File: config.mk
export PLATFORM = sky130hd
export DESIGN_NAME = uart_baud_rate_generator
export DESIGN_NICKNAME = d
export VERILOG_FILES = /design/src/baud_pkg.sv /design/src/uart_baud_rate_generator.sv
export SDC_FILE = /design/constraint.sdc
export NUM_CORES = 1
export LEC_CHECK = 0
export ABC_AREA = 1
export ABC_CLOCK_PERIOD_IN_PS = 8000
export BUFFER_PORTS_ARGS = -buffer_cell sky130_fd_sc_hd__buf_2
export CAP_MARGIN = 20
export CORE_UTILIZATION = 50
export CTS_CLUSTER_DIAMETER = 50
export CTS_CLUSTER_SIZE = 30
export DETAILED_ROUTE_END_ITERATION = 10
export PLACE_DENSITY = 0.7
export SLEW_MARGIN = 5
export SYNTH_ARGS = -nofsm -noshare
export SYNTH_HDL_FRONTEND = slang
export SYNTH_SLANG_ARGS = --single-unit
File: constraint.sdc
create_clock -name pclk -period 8 [get_ports pclk]
set_input_delay 0 -clock pclk [delete_from_list [all_inputs] [get_ports pclk]]
set_output_delay 0 -clock pclk [all_outputs]
set_load 0.05 [all_outputs]
File: src/baud_pkg.sv
// baud_pkg: register map, field positions, reset values and divide factors
// for the rate divider block; assumes a 32-bit apb register bus.
`default_nettype none
package baud_pkg;
  // register byte offsets (one aligned word each)
  localparam logic [7:0] tx_control_status_off = 8'h00;
  localparam logic [7:0] rx_control_status_off = 8'h04;
  localparam logic [7:0] baud_control_off = 8'h08;
  localparam logic [7:0] divisor_high_off = 8'h0c;
  localparam logic [7:0] divisor_low_off = 8'h10;
  localparam logic [7:0] sampler_status_off = 8'h14;
  // field positions
  localparam int sync_mode_bit = 4;
  localparam int high_speed_select_bit = 2;
  localparam int port_enable_bit = 7;
  localparam int wide_divider_select_bit = 3;
  // writable masks (unimplemented bits read zero)
  localparam logic [7:0] tx_control_mask = 8'hfd;
  localparam logic [7:0] rx_control_mask = 8'hf8;
  localparam logic [7:0] baud_control_mask = 8'h9b;
  // reset values
  localparam logic [7:0] tx_control_reset = 8'h00;
  localparam logic [7:0] rx_control_reset = 8'h00;
  localparam logic [7:0] baud_control_reset = 8'h00;
  localparam logic [7:0] divisor_reset = 8'h00;
  // prescale factors applied to (divisor + 1)
  localparam logic [6:0] factor_64 = 7'd64;
  localparam logic [6:0] factor_16 = 7'd16;
  localparam logic [6:0] factor_4 = 7'd4;
  // number of samples taken from the bit centre onward for the majority vote
  localparam int vote_samples = 3;
endpackage
`default_nettype wire

File: src/uart_baud_rate_generator.sv
// uart_baud_rate_generator: apb register slave, free-running rate divider
// and three-sample majority sampler for the serial input pin.
// assumes a 20 mhz pclk and an asynchronous serial_input_pin.
//
// Design decisions made here: the APB register port and the register offsets.
`default_nettype none

module uart_baud_rate_generator
  import baud_pkg::*;
(
  input wire logic pclk,
  input wire logic presetn,
  input wire logic clk_en,
  input wire logic psel,
  input wire logic penable,
  input wire logic pwrite,
  input wire logic [7:0] paddr,
  input wire logic [31:0] pwdata,
  output logic [31:0] prdata,
  output logic pready,
  output logic pslverr,
  input wire logic serial_input_pin,
  output logic bit_tick,
  output logic sample_tick,
  output logic rx_level
);

  logic [7:0] tx_control_reg, tx_control_next;
  logic [7:0] rx_control_reg, rx_control_next;
  logic [7:0] baud_control_reg, baud_control_next;
  logic [7:0] divisor_high_byte_reg, divisor_high_byte_next;
  logic [7:0] divisor_low_byte_reg, divisor_low_byte_next;
  logic [31:0] prdata_reg, prdata_next;
  logic [21:0] count_reg, count_next;
  logic [1:0] phase_reg, phase_next;
  logic [2:0] votes_reg, votes_next;
  logic rx_level_reg, rx_level_next;
  logic bit_tick_reg, bit_tick_next;
  logic sample_tick_reg, sample_tick_next;
  logic pin_meta_reg, pin_sync_reg;
  logic read_loaded_reg, read_loaded_next;

  logic access, wr, rd, addr_ok, divisor_write;
  logic sync_mode, wide_sel, high_sel;
  logic [15:0] divisor;
  logic [6:0] factor;
  logic [21:0] period;
  logic [21:0] sample_point;

  // majority of three samples
  function automatic logic majority(input logic [2:0] s);
    return (s[0] & s[1]) | (s[0] & s[2]) | (s[1] & s[2]);
  endfunction

  function automatic logic known_addr(input logic [7:0] a);
    return a == tx_control_status_off || a == rx_control_status_off ||
      a == baud_control_off || a == divisor_high_off ||
      a == divisor_low_off || a == sampler_status_off;
  endfunction

  assign access = psel & penable & clk_en;
  assign wr = access & pwrite;
  // read data is loaded from the setup phase so it stands at the ready edge
  assign rd = psel & ~pwrite & ~read_loaded_reg;
  assign addr_ok = known_addr(paddr);
  assign divisor_write = wr & (paddr == divisor_high_off || paddr == divisor_low_off);

  assign sync_mode = tx_control_reg[sync_mode_bit];
  assign wide_sel = baud_control_reg[wide_divider_select_bit];
  assign high_sel = tx_control_reg[high_speed_select_bit];

  always_comb begin
    divisor = wide_sel ? {divisor_high_byte_reg, divisor_low_byte_reg}
                       : {8'h00, divisor_low_byte_reg};
    if (sync_mode) begin
      factor = factor_4;
    end else if (!high_sel) begin
      factor = wide_sel ? factor_16 : factor_64;
    end else begin
      factor = wide_sel ? factor_4 : factor_16;
    end
    period = 22'(({6'h00, divisor} + 22'd1) * {15'h0000, factor});
    sample_point = period >> 1;
  end

  // register file
  always_comb begin
    tx_control_next = tx_control_reg;
    rx_control_next = rx_control_reg;
    baud_control_next = baud_control_reg;
    divisor_high_byte_next = divisor_high_byte_reg;
    divisor_low_byte_next = divisor_low_byte_reg;
    prdata_next = prdata_reg;
    read_loaded_next = psel & ~pwrite & ~(penable & pready);
    if (wr) begin
      unique case (paddr)
        tx_control_status_off: tx_control_next = pwdata[7:0] & tx_control_mask;
        rx_control_status_off: rx_control_next = pwdata[7:0] & rx_control_mask;
        baud_control_off: baud_control_next = pwdata[7:0] & baud_control_mask;
        divisor_high_off: divisor_high_byte_next = pwdata[7:0];
        divisor_low_off: divisor_low_byte_next = pwdata[7:0];
        default: ;
      endcase
    end
    if (rd) begin
      unique case (paddr)
        tx_control_status_off: prdata_next = {24'h000000, tx_control_reg};
        rx_control_status_off: prdata_next = {24'h000000, rx_control_reg};
        baud_control_off: prdata_next = {24'h000000, baud_control_reg};
        divisor_high_off: prdata_next = {24'h000000, divisor_high_byte_reg};
        divisor_low_off: prdata_next = {24'h000000, divisor_low_byte_reg};
        sampler_status_off: prdata_next = {30'h00000000, pin_sync_reg, rx_level_reg};
        default: prdata_next = 32'h00000000;
      endcase
    end
  end

  // divider and sampler
  always_comb begin
    count_next = count_reg;
    phase_next = phase_reg;
    votes_next = votes_reg;
    rx_level_next = rx_level_reg;
    bit_tick_next = 1'b0;
    sample_tick_next = 1'b0;
    if (!rx_control_reg[port_enable_bit] || divisor_write) begin
      count_next = 22'd0;
      phase_next = 2'd0;
    end else if (count_reg >= period - 22'd1) begin
      count_next = 22'd0;
      bit_tick_next = 1'b1;
      phase_next = 2'd0;
    end else begin
      count_next = count_reg + 22'd1;
      // three samples starting at the bit centre, one cycle apart
      if (count_reg + 22'd1 >= sample_point && phase_reg != 2'(vote_samples)) begin
        votes_next = {votes_reg[1:0], pin_sync_reg};
        phase_next = phase_reg + 2'd1;
        if (phase_reg == 2'(vote_samples - 1)) begin
          rx_level_next = majority({votes_reg[1:0], pin_sync_reg});
          sample_tick_next = 1'b1;
        end
      end
    end
  end

  always_ff @(posedge pclk or negedge presetn) begin
    if (!presetn) begin
      tx_control_reg <= tx_control_reset;
      rx_control_reg <= rx_control_reset;
      baud_control_reg <= baud_control_reset;
      divisor_high_byte_reg <= divisor_reset;
      divisor_low_byte_reg <= divisor_reset;
      prdata_reg <= 32'h00000000;
      read_loaded_reg <= 1'b0;
      count_reg <= 22'd0;
      phase_reg <= 2'd0;
      votes_reg <= 3'h7;
      rx_level_reg <= 1'b1;
      bit_tick_reg <= 1'b0;
      sample_tick_reg <= 1'b0;
      pin_meta_reg <= 1'b1;
      pin_sync_reg <= 1'b1;
    end else if (clk_en) begin
      tx_control_reg <= tx_control_next;
      rx_control_reg <= rx_control_next;
      baud_control_reg <= baud_control_next;
      divisor_high_byte_reg <= divisor_high_byte_next;
      divisor_low_byte_reg <= divisor_low_byte_next;
      prdata_reg <= prdata_next;
      read_loaded_reg <= read_loaded_next;
      count_reg <= count_next;
      phase_reg <= phase_next;
      votes_reg <= votes_next;
      rx_level_reg <= rx_level_next;
      bit_tick_reg <= bit_tick_next;
      sample_tick_reg <= sample_tick_next;
      pin_meta_reg <= serial_input_pin;
      pin_sync_reg <= pin_meta_reg;
    end
  end

  // writes wait only for clk_en; a read also waits until its data has been loaded
  assign pready = clk_en & (pwrite | read_loaded_reg);
  assign pslverr = psel & penable & ~addr_ok;
  assign prdata = prdata_reg;
  assign bit_tick = bit_tick_reg;
  assign sample_tick = sample_tick_reg;
  assign rx_level = rx_level_reg;

endmodule
`default_nettype wire

### Yosys cells after proc, flatten, opt, wreduce, memory -nomap -nowiden

Index checks and enable logic that the tools add are counted.

| word-level totals | value |
|---|---|
| register bits after elaboration | 97 |
| latch bits | 0 |
| memory bits (writable) | 0 |
| bits in read-only memories | 0 |
| output and inout bits | 37 |
| word-level logic and storage cells | 88 |
| memories | 0 |

| cells by class | value |
|---|---|
| add/subtract/negate cells | 4 |
| multipliers | 1 |
| divide/modulo/power cells | 0 |
| order comparisons | 2 |
| eq/ne operators | 7 |
| shifts and indexed selects | 0 |
| muxes and demuxes | 17 |
| bitwise operators | 22 |
| reduce and logical (&&, ||, !) cells | 20 |

Operators with widths:

| cell | number |
|---|---|
| 8-bit case mux with 6 select lines | 1 |
| 22-bit two-way mux | 2 |
| 22-bit by 1-bit adder with 22-bit output (second input constant) | 1 |
| 22-bit by 21-bit greater-or-equal comparator with 1-bit output | 1 |
| 22-bit greater-or-equal comparator | 1 |
| 17-bit by 7-bit multiplier with 22-bit output | 1 |
| 22-bit by 1-bit subtractor with 22-bit output (second input constant) | 1 |
| 7-bit two-way mux | 3 |
| 16-bit by 1-bit adder with 17-bit output (second input constant) | 1 |
| 8-bit by 4-bit == test with 1-bit output (second input constant) | 2 |
| 8-bit by 5-bit == test with 1-bit output (second input constant) | 2 |
| 16-bit two-way mux | 1 |
| 3-bit AND reduction | 5 |
| 1-bit AND | 13 |
| 8-bit by 3-bit == test with 1-bit output (second input constant) | 1 |
| 8-bit zero test | 1 |
| 1-bit logical OR | 7 |
| 1-bit two-way mux | 6 |
| 2-bit two-way mux | 3 |
| 1-bit inverter | 6 |
| 5-bit two-way mux | 1 |
| 5-bit AND reduction | 1 |
| 2-bit AND reduction | 2 |
| 4-bit AND reduction | 1 |
| other kinds (7) | 9 |

### Depth between registers and ports, before layout

| depth | value |
|---|---|
| depth in word-level cells | 9 |
| mapped depth | 41 |
| mapped depth without buffers | 41 |

### Worst setup path after synthesis

OpenSTA, ideal clock, no wires.

| timing | value |
|---|---|
| path kind | reg-to-reg |
| start point | reg divisor_low_byte_reg[0] |
| end point | reg count_reg[11] |
| library setup time | 83 ps |
| data arrival time | 6,201 ps |
| data required time | 7,917 ps |
| slack | 1,717 ps |
| stages on the path, launching flop included | 41 |
| path buffers | 2 |
| path through | dfrtp_1 ha_1 nand4_1 nor2_1 inv_1 nor3_1 nand3_1 nor2_1 inv_1 o21ai_0 nor2_1 ha_1 inv_1 fa_1 inv_1 ha_1 ha_1 ha_1 (+5 left out) nand2_1 xor2_2 nand2_1 nor2_1 nand4_1 xor2_1 ha_1 nand2_1 inv_1 nand3_1 inv_1 a21oi_1 nand3_1 nor2_1 buf_6 clkinv_2 buf_6 o22ai_1 |

| on the way | value |
|---|---|
| longest elaborated chain between the ends | 7 |

Ends and longest elaborated chain:

| element | RTL line | text |
|---|---|---|
| start, declared | uart_baud_rate_generator.sv:32 | `logic [7:0] divisor_low_byte_reg, divisor_low_byte_next;` |
| start signal, assigned | uart_baud_rate_generator.sv:153 | `divisor_low_byte_reg <= divisor_reset;` |
| start signal, assigned | uart_baud_rate_generator.sv:169 | `divisor_low_byte_reg <= divisor_low_byte_next;` |
| 16-bit two-way mux | uart_baud_rate_generator.sv:73 | `divisor = wide_sel ? {divisor_high_byte_reg, divisor_low_byte_reg}` |
| 16-bit by 1-bit adder with 17-bit output | uart_baud_rate_generator.sv:82 | `period = 22'(({6'h00, divisor} + 22'd1) * {15'h0000, factor});` |
| 17-bit by 7-bit multiplier with 22-bit output | uart_baud_rate_generator.sv:82 |  |
| 22-bit by 1-bit subtractor with 22-bit output | uart_baud_rate_generator.sv:129 | `end else if (count_reg >= period - 22'd1) begin` |
| 22-bit greater-or-equal comparator | uart_baud_rate_generator.sv:129 |  |
| 22-bit two-way mux | uart_baud_rate_generator.sv:129 |  |
| 22-bit two-way mux | uart_baud_rate_generator.sv:126 | `if (!rx_control_reg[port_enable_bit] \|\| divisor_write) begin` |
| end signal, assigned | uart_baud_rate_generator.sv:172 | `count_reg <= count_next;` |
| end, declared | uart_baud_rate_generator.sv:34 | `logic [21:0] count_reg, count_next;` |

No other way between the ends.
A chain may end at the register's enable or synchronous reset.

### Final worst setup path

| timing | value |
|---|---|
| start point | reg divisor_low_byte_reg[0] |
| end point | reg rx_level_reg, in the netlist rx_level |

| on the way | value |
|---|---|
| longest elaborated chain between the ends | 7 |
| elaborated cells between the ends (all ways) | 9 |
| classes of those cells | add/sub (2); mul (1); order compare (2); mux (1); bitwise (1); reduce/logical (2) |

Ends and longest elaborated chain:

| element | RTL line | text |
|---|---|---|
| 16-bit two-way mux (*) | uart_baud_rate_generator.sv:73 |  |
| 16-bit by 1-bit adder with 17-bit output (*) | uart_baud_rate_generator.sv:82 |  |
| 17-bit by 7-bit multiplier with 22-bit output (*) | uart_baud_rate_generator.sv:82 |  |
| 22-bit by 1-bit subtractor with 22-bit output | uart_baud_rate_generator.sv:129 |  |
| 22-bit greater-or-equal comparator | uart_baud_rate_generator.sv:129 |  |
| 1-bit inverter (no line) | n/a |  |
| 5-bit AND reduction (no line) (*) | n/a |  |
| end signal, assigned | uart_baud_rate_generator.sv:175 | `rx_level_reg <= rx_level_next;` |
| end, declared | uart_baud_rate_generator.sv:37 | `logic rx_level_reg, rx_level_next;` |

Mark *: on every way between the ends. The rest lies on a longest branch, timed or not.

==> results.tsv <==
stage	metric	value	unit
timing	slew margin rel.	36.0	%
synthesis	Synth Area in Simple Gates	23.5	%
floorplanning	I/O pins	84	
setup_path	Most common cell on crit path	inv_1	
min_path	Hold Crit Class	in -> reg	
floorplanning	Core ar.	14600	um2
cells_and_area	max reg flops	22	
setup_path	WP data required	8.30	ns
power	Worst VDD drop	0.190	mV
drt	DRC	0	
clock_tree	TritonCTS clock tree	yes	
clock_tree	Clock Path Buffers	2	
clock_tree	post-CTS setup buffer count	0	
setup_path	CP Launch Point	divisor_low_byte_reg[0]$_DFFE_PN0P_	
floorplanning	Die ar.	15500	um2
synthesis	Top FF cell, synth	dfrtp_1	
drt	antenna-violating nets left	0	
timing	final clock skew	0.00684	ns
setup_path	CP endpoint kind	flip-flop	
placement	dpl hpwl	13300	um
cells_and_area	synth-to-layout area growth	8.73	%
synthesis	commonest cells in the netlist	nand2_1, inv_1, ha_1	
clock_tree	H-tree levels	3	
run	max_cap viols	0	
timing	Final Hold Fails	0	
setup_path	RR Startpoint	divisor_low_byte_reg[0]$_DFFE_PN0P_	
synthesis	main combinational cell family by area after synthesis	simple AND/OR/NAND/NOR gates	
timing	fmax	139	MHz
power	leakage	4.38	nW
floorplanning	FP Rows	44	
timing	Worst-Margin Slew	0.951	ns
synthesis	post-synth cell types	46	
synthesis	synth top area cells	dfrtp_1, ha_1, nand2_1	
drt	number of vias per cell	5.08	
setup_path	critical path's slowest cell	fa_1	
synthesis	post-synthesis mux area share	0	%
clock_tree	clk_lat worst skew	0.35	ns
timing	post-route setup slack	0.818	ns
clock_tree	CTS buffer count	9	
synthesis	ys async rst share	100	%
synthesis	compound-gate portion of the synthesized area	10.4	%
clock_tree	clk sink count	73	
drt	WL final	16600	um
drt	Wirelength per Cell	13.3	um
placement	RD Place Congestion	0.821	
floorplanning	Initial Util	51.5	%
global_routing	total grt overflow	0	
clock_tree	clk root buf	clkbuf_16	
synthesis	Seq/Total Area, Yosys	24.4	%
global_routing	Global Route Usage Sum	22.2	%
synthesis	Ys Warns	0	
timing	unrepaired setup endpoints after global routing	no	
timing	Setup TNS Final	0	ns
setup_path	critical-path maximum fanout	8	
floorplanning	Die W	125	um
setup_path	CP top delay family	simple AND/OR/NAND/NOR gates	
power	PwrDens	104	nW/um2
timing	setup violators final	0	
setup_path	crit path DAT	7.48	ns
drt	routed via count	6361	
synthesis	count leader, synth	nand2_1	
floorplanning	Die H	125	um
timing	period utilization	89.8	%
setup_path	CP max stage delay	0.52	ns
global_routing	first-pass GRT wire length	28000	um
setup_path	CP Buf/Inv Count	8	
global_routing	number of global-route vias before repair	5977	
global_routing	initial antenna violation count	0	
cells_and_area	ANT cells	0	
synthesis	area leader, netlist	dfrtp_1	
drt	DRT iter0 DRCs	331	
timing	Final Max Tran Viols	0	
clock_tree	Clock Pin Slew Worst Setup and Hold Paths	0.06	ns
drt	Initial DRT Pass Iterations	5	
cells_and_area	fill count	1421	
synthesis	post-synthesis instance area	7510	um2
setup_path	crit path launch type	flip-flop	
run_status	run status	complete, no violations	
timing	min Tclk post-route	7.18	ns
synthesis	Syn Inst Count	1019	
placement	IO buf count	35	
cells_and_area	net count reported at finish	1235	
timing	Fin Hold WS	0.00152	ns
placement	placed cell count	1227	
cells_and_area	share of cells above drive strength 1	9.54	%
setup_path	Setup CP Type	reg -> reg	
global_routing	largest net degree at the start of global routing	67	
min_path	worst min-delay path startpoint	pwdata[7]	
placement	dpl ws	0.570	ns
synthesis	Post-Synth XOR/XNOR Area	6.88	%
synthesis	Syn Area/Cell	7.37	um2
synthesis	Post-synth EDFFs	0	
synthesis	Yosys top cell area share	22.7	%
synthesis	Seq cells post-synth	73	
cells_and_area	Post-Layout Cell Count	1253	
synthesis	adder-cell share of the synthesized area	22.1	%
==> routing by layer <==
layer	global-route usage, %	up-vias	wire length, um
met4	6.31	0	283
met5	0	-	0
met1	28.4	2916	7630
met3	4.30	18	632
li1	-	3316	-
met2	37.9	111	8060
==> metrics by stage <==
step / cell area, um2 / util (%) / power (mW)
2_1_floorplan: 7600 / - / 0.449
3_3_place_gp: 7780 / 53.3 / 0.463
3_5_place_dp: 7780 / 53.3 / 0.465
4_1_cts: 8160 / 55.9 / 0.857
5_1_grt: 8170 / 56.0 / 0.883
6_report: 8170 / 56.0 / 0.852
==> worst reg2reg max path: cells and delay by family (launching register included) <==
family | cells | cell delay, ns
XOR/XNOR | 2 | 0.42
flip-flops | 1 | 0.48
buffers and inverters | 8 | 0.65
AND/OR/NAND/NOR | 22 | 2.74
AO/OA/AOI/OAI | 2 | 0.52
adder cells (fa/ha/maj) | 7 | 2.31
==> report_power, final <==
| group | leakage [nW] | switching, mW | internal (mW) | total (mW) |
|---|---|---|---|---|
| logic | 3.24 | 0.0652 | 0.0200 | 0.0852 |
| registers | 1.00 | 0.00300 | 0.373 | 0.376 |
| clock network | 0.137 | 0.170 | 0.221 | 0.391 |
| total | 4.38 | 0.238 | 0.614 | 0.852 |
==> layout by cell type, fill, tap and decap left out, drive strengths merged <==
cell	n
clkinvlp	1
nor2	101
a211oi	2
a21oi	34
o21bai	3
inv	188
nand3	34
maj3	1
dlygate4sd3	10
xnor2	11
xor2	42
a31oi	2
nor3	22
o31ai	1
a221oi	7
o221ai	1
nand2	220
conb	24
dfstp	5
ha	111
fa	13
buf	38
nor4	5
a32o	1
nand4	17
dfrtp	68
clkbuf	11
or2	6
o211ai	2
o22ai	12
clkinv	3
a22o	3
o21ai	70
==> cell families (layout without fill, tap and decap cells) <==
family	after synthesis	count (layout)
simple gates	405	405
buf+inv	224	251
compound gates	138	138
fa+ha+maj	125	125
flops	73	73
xor+xnor	53	53
other cells	1	24
==> timing repair <==
item / in CTS / in global routing
hold buffers: 10 / 0
endpoints found under the setup margin: 0 / 26
hold endpoints to repair: 29 / 0
resized for setup: 0 / 3
==> worst paths after layout <==
path,endpoint,slack [ns],cells past startpoint
hold reg to reg,pin_meta_reg$_DFFE_PN1P_,0.47,2
setup reg to reg,rx_level$_DFFE_PN1P_,0.82,41
min in group asynchronous,count_reg[18]$_DFFE_PN0P_,0.02,2
hold / removal,divisor_high_byte_reg[7]$_DFFE_PN0P_,0.002,3
setup / recovery,rx_level$_DFFE_PN1P_,0.82,41
max in group asynchronous,divisor_high_byte_reg[5]$_DFFE_PN0P_,6.91,3
==> final cells by class <==
type	instances	area, um2	area share [%]
clock buffer	11	243	2.97
clock inverter	5	38.8	0.475
inverter	187	703	8.61
multi-input combinational	745	4820	59.0
sequential	73	1830	22.4
tap	184	230	2.82
timing repair buffer	48	298	3.65
Note: power is estimated with default switching activity, not from simulation.
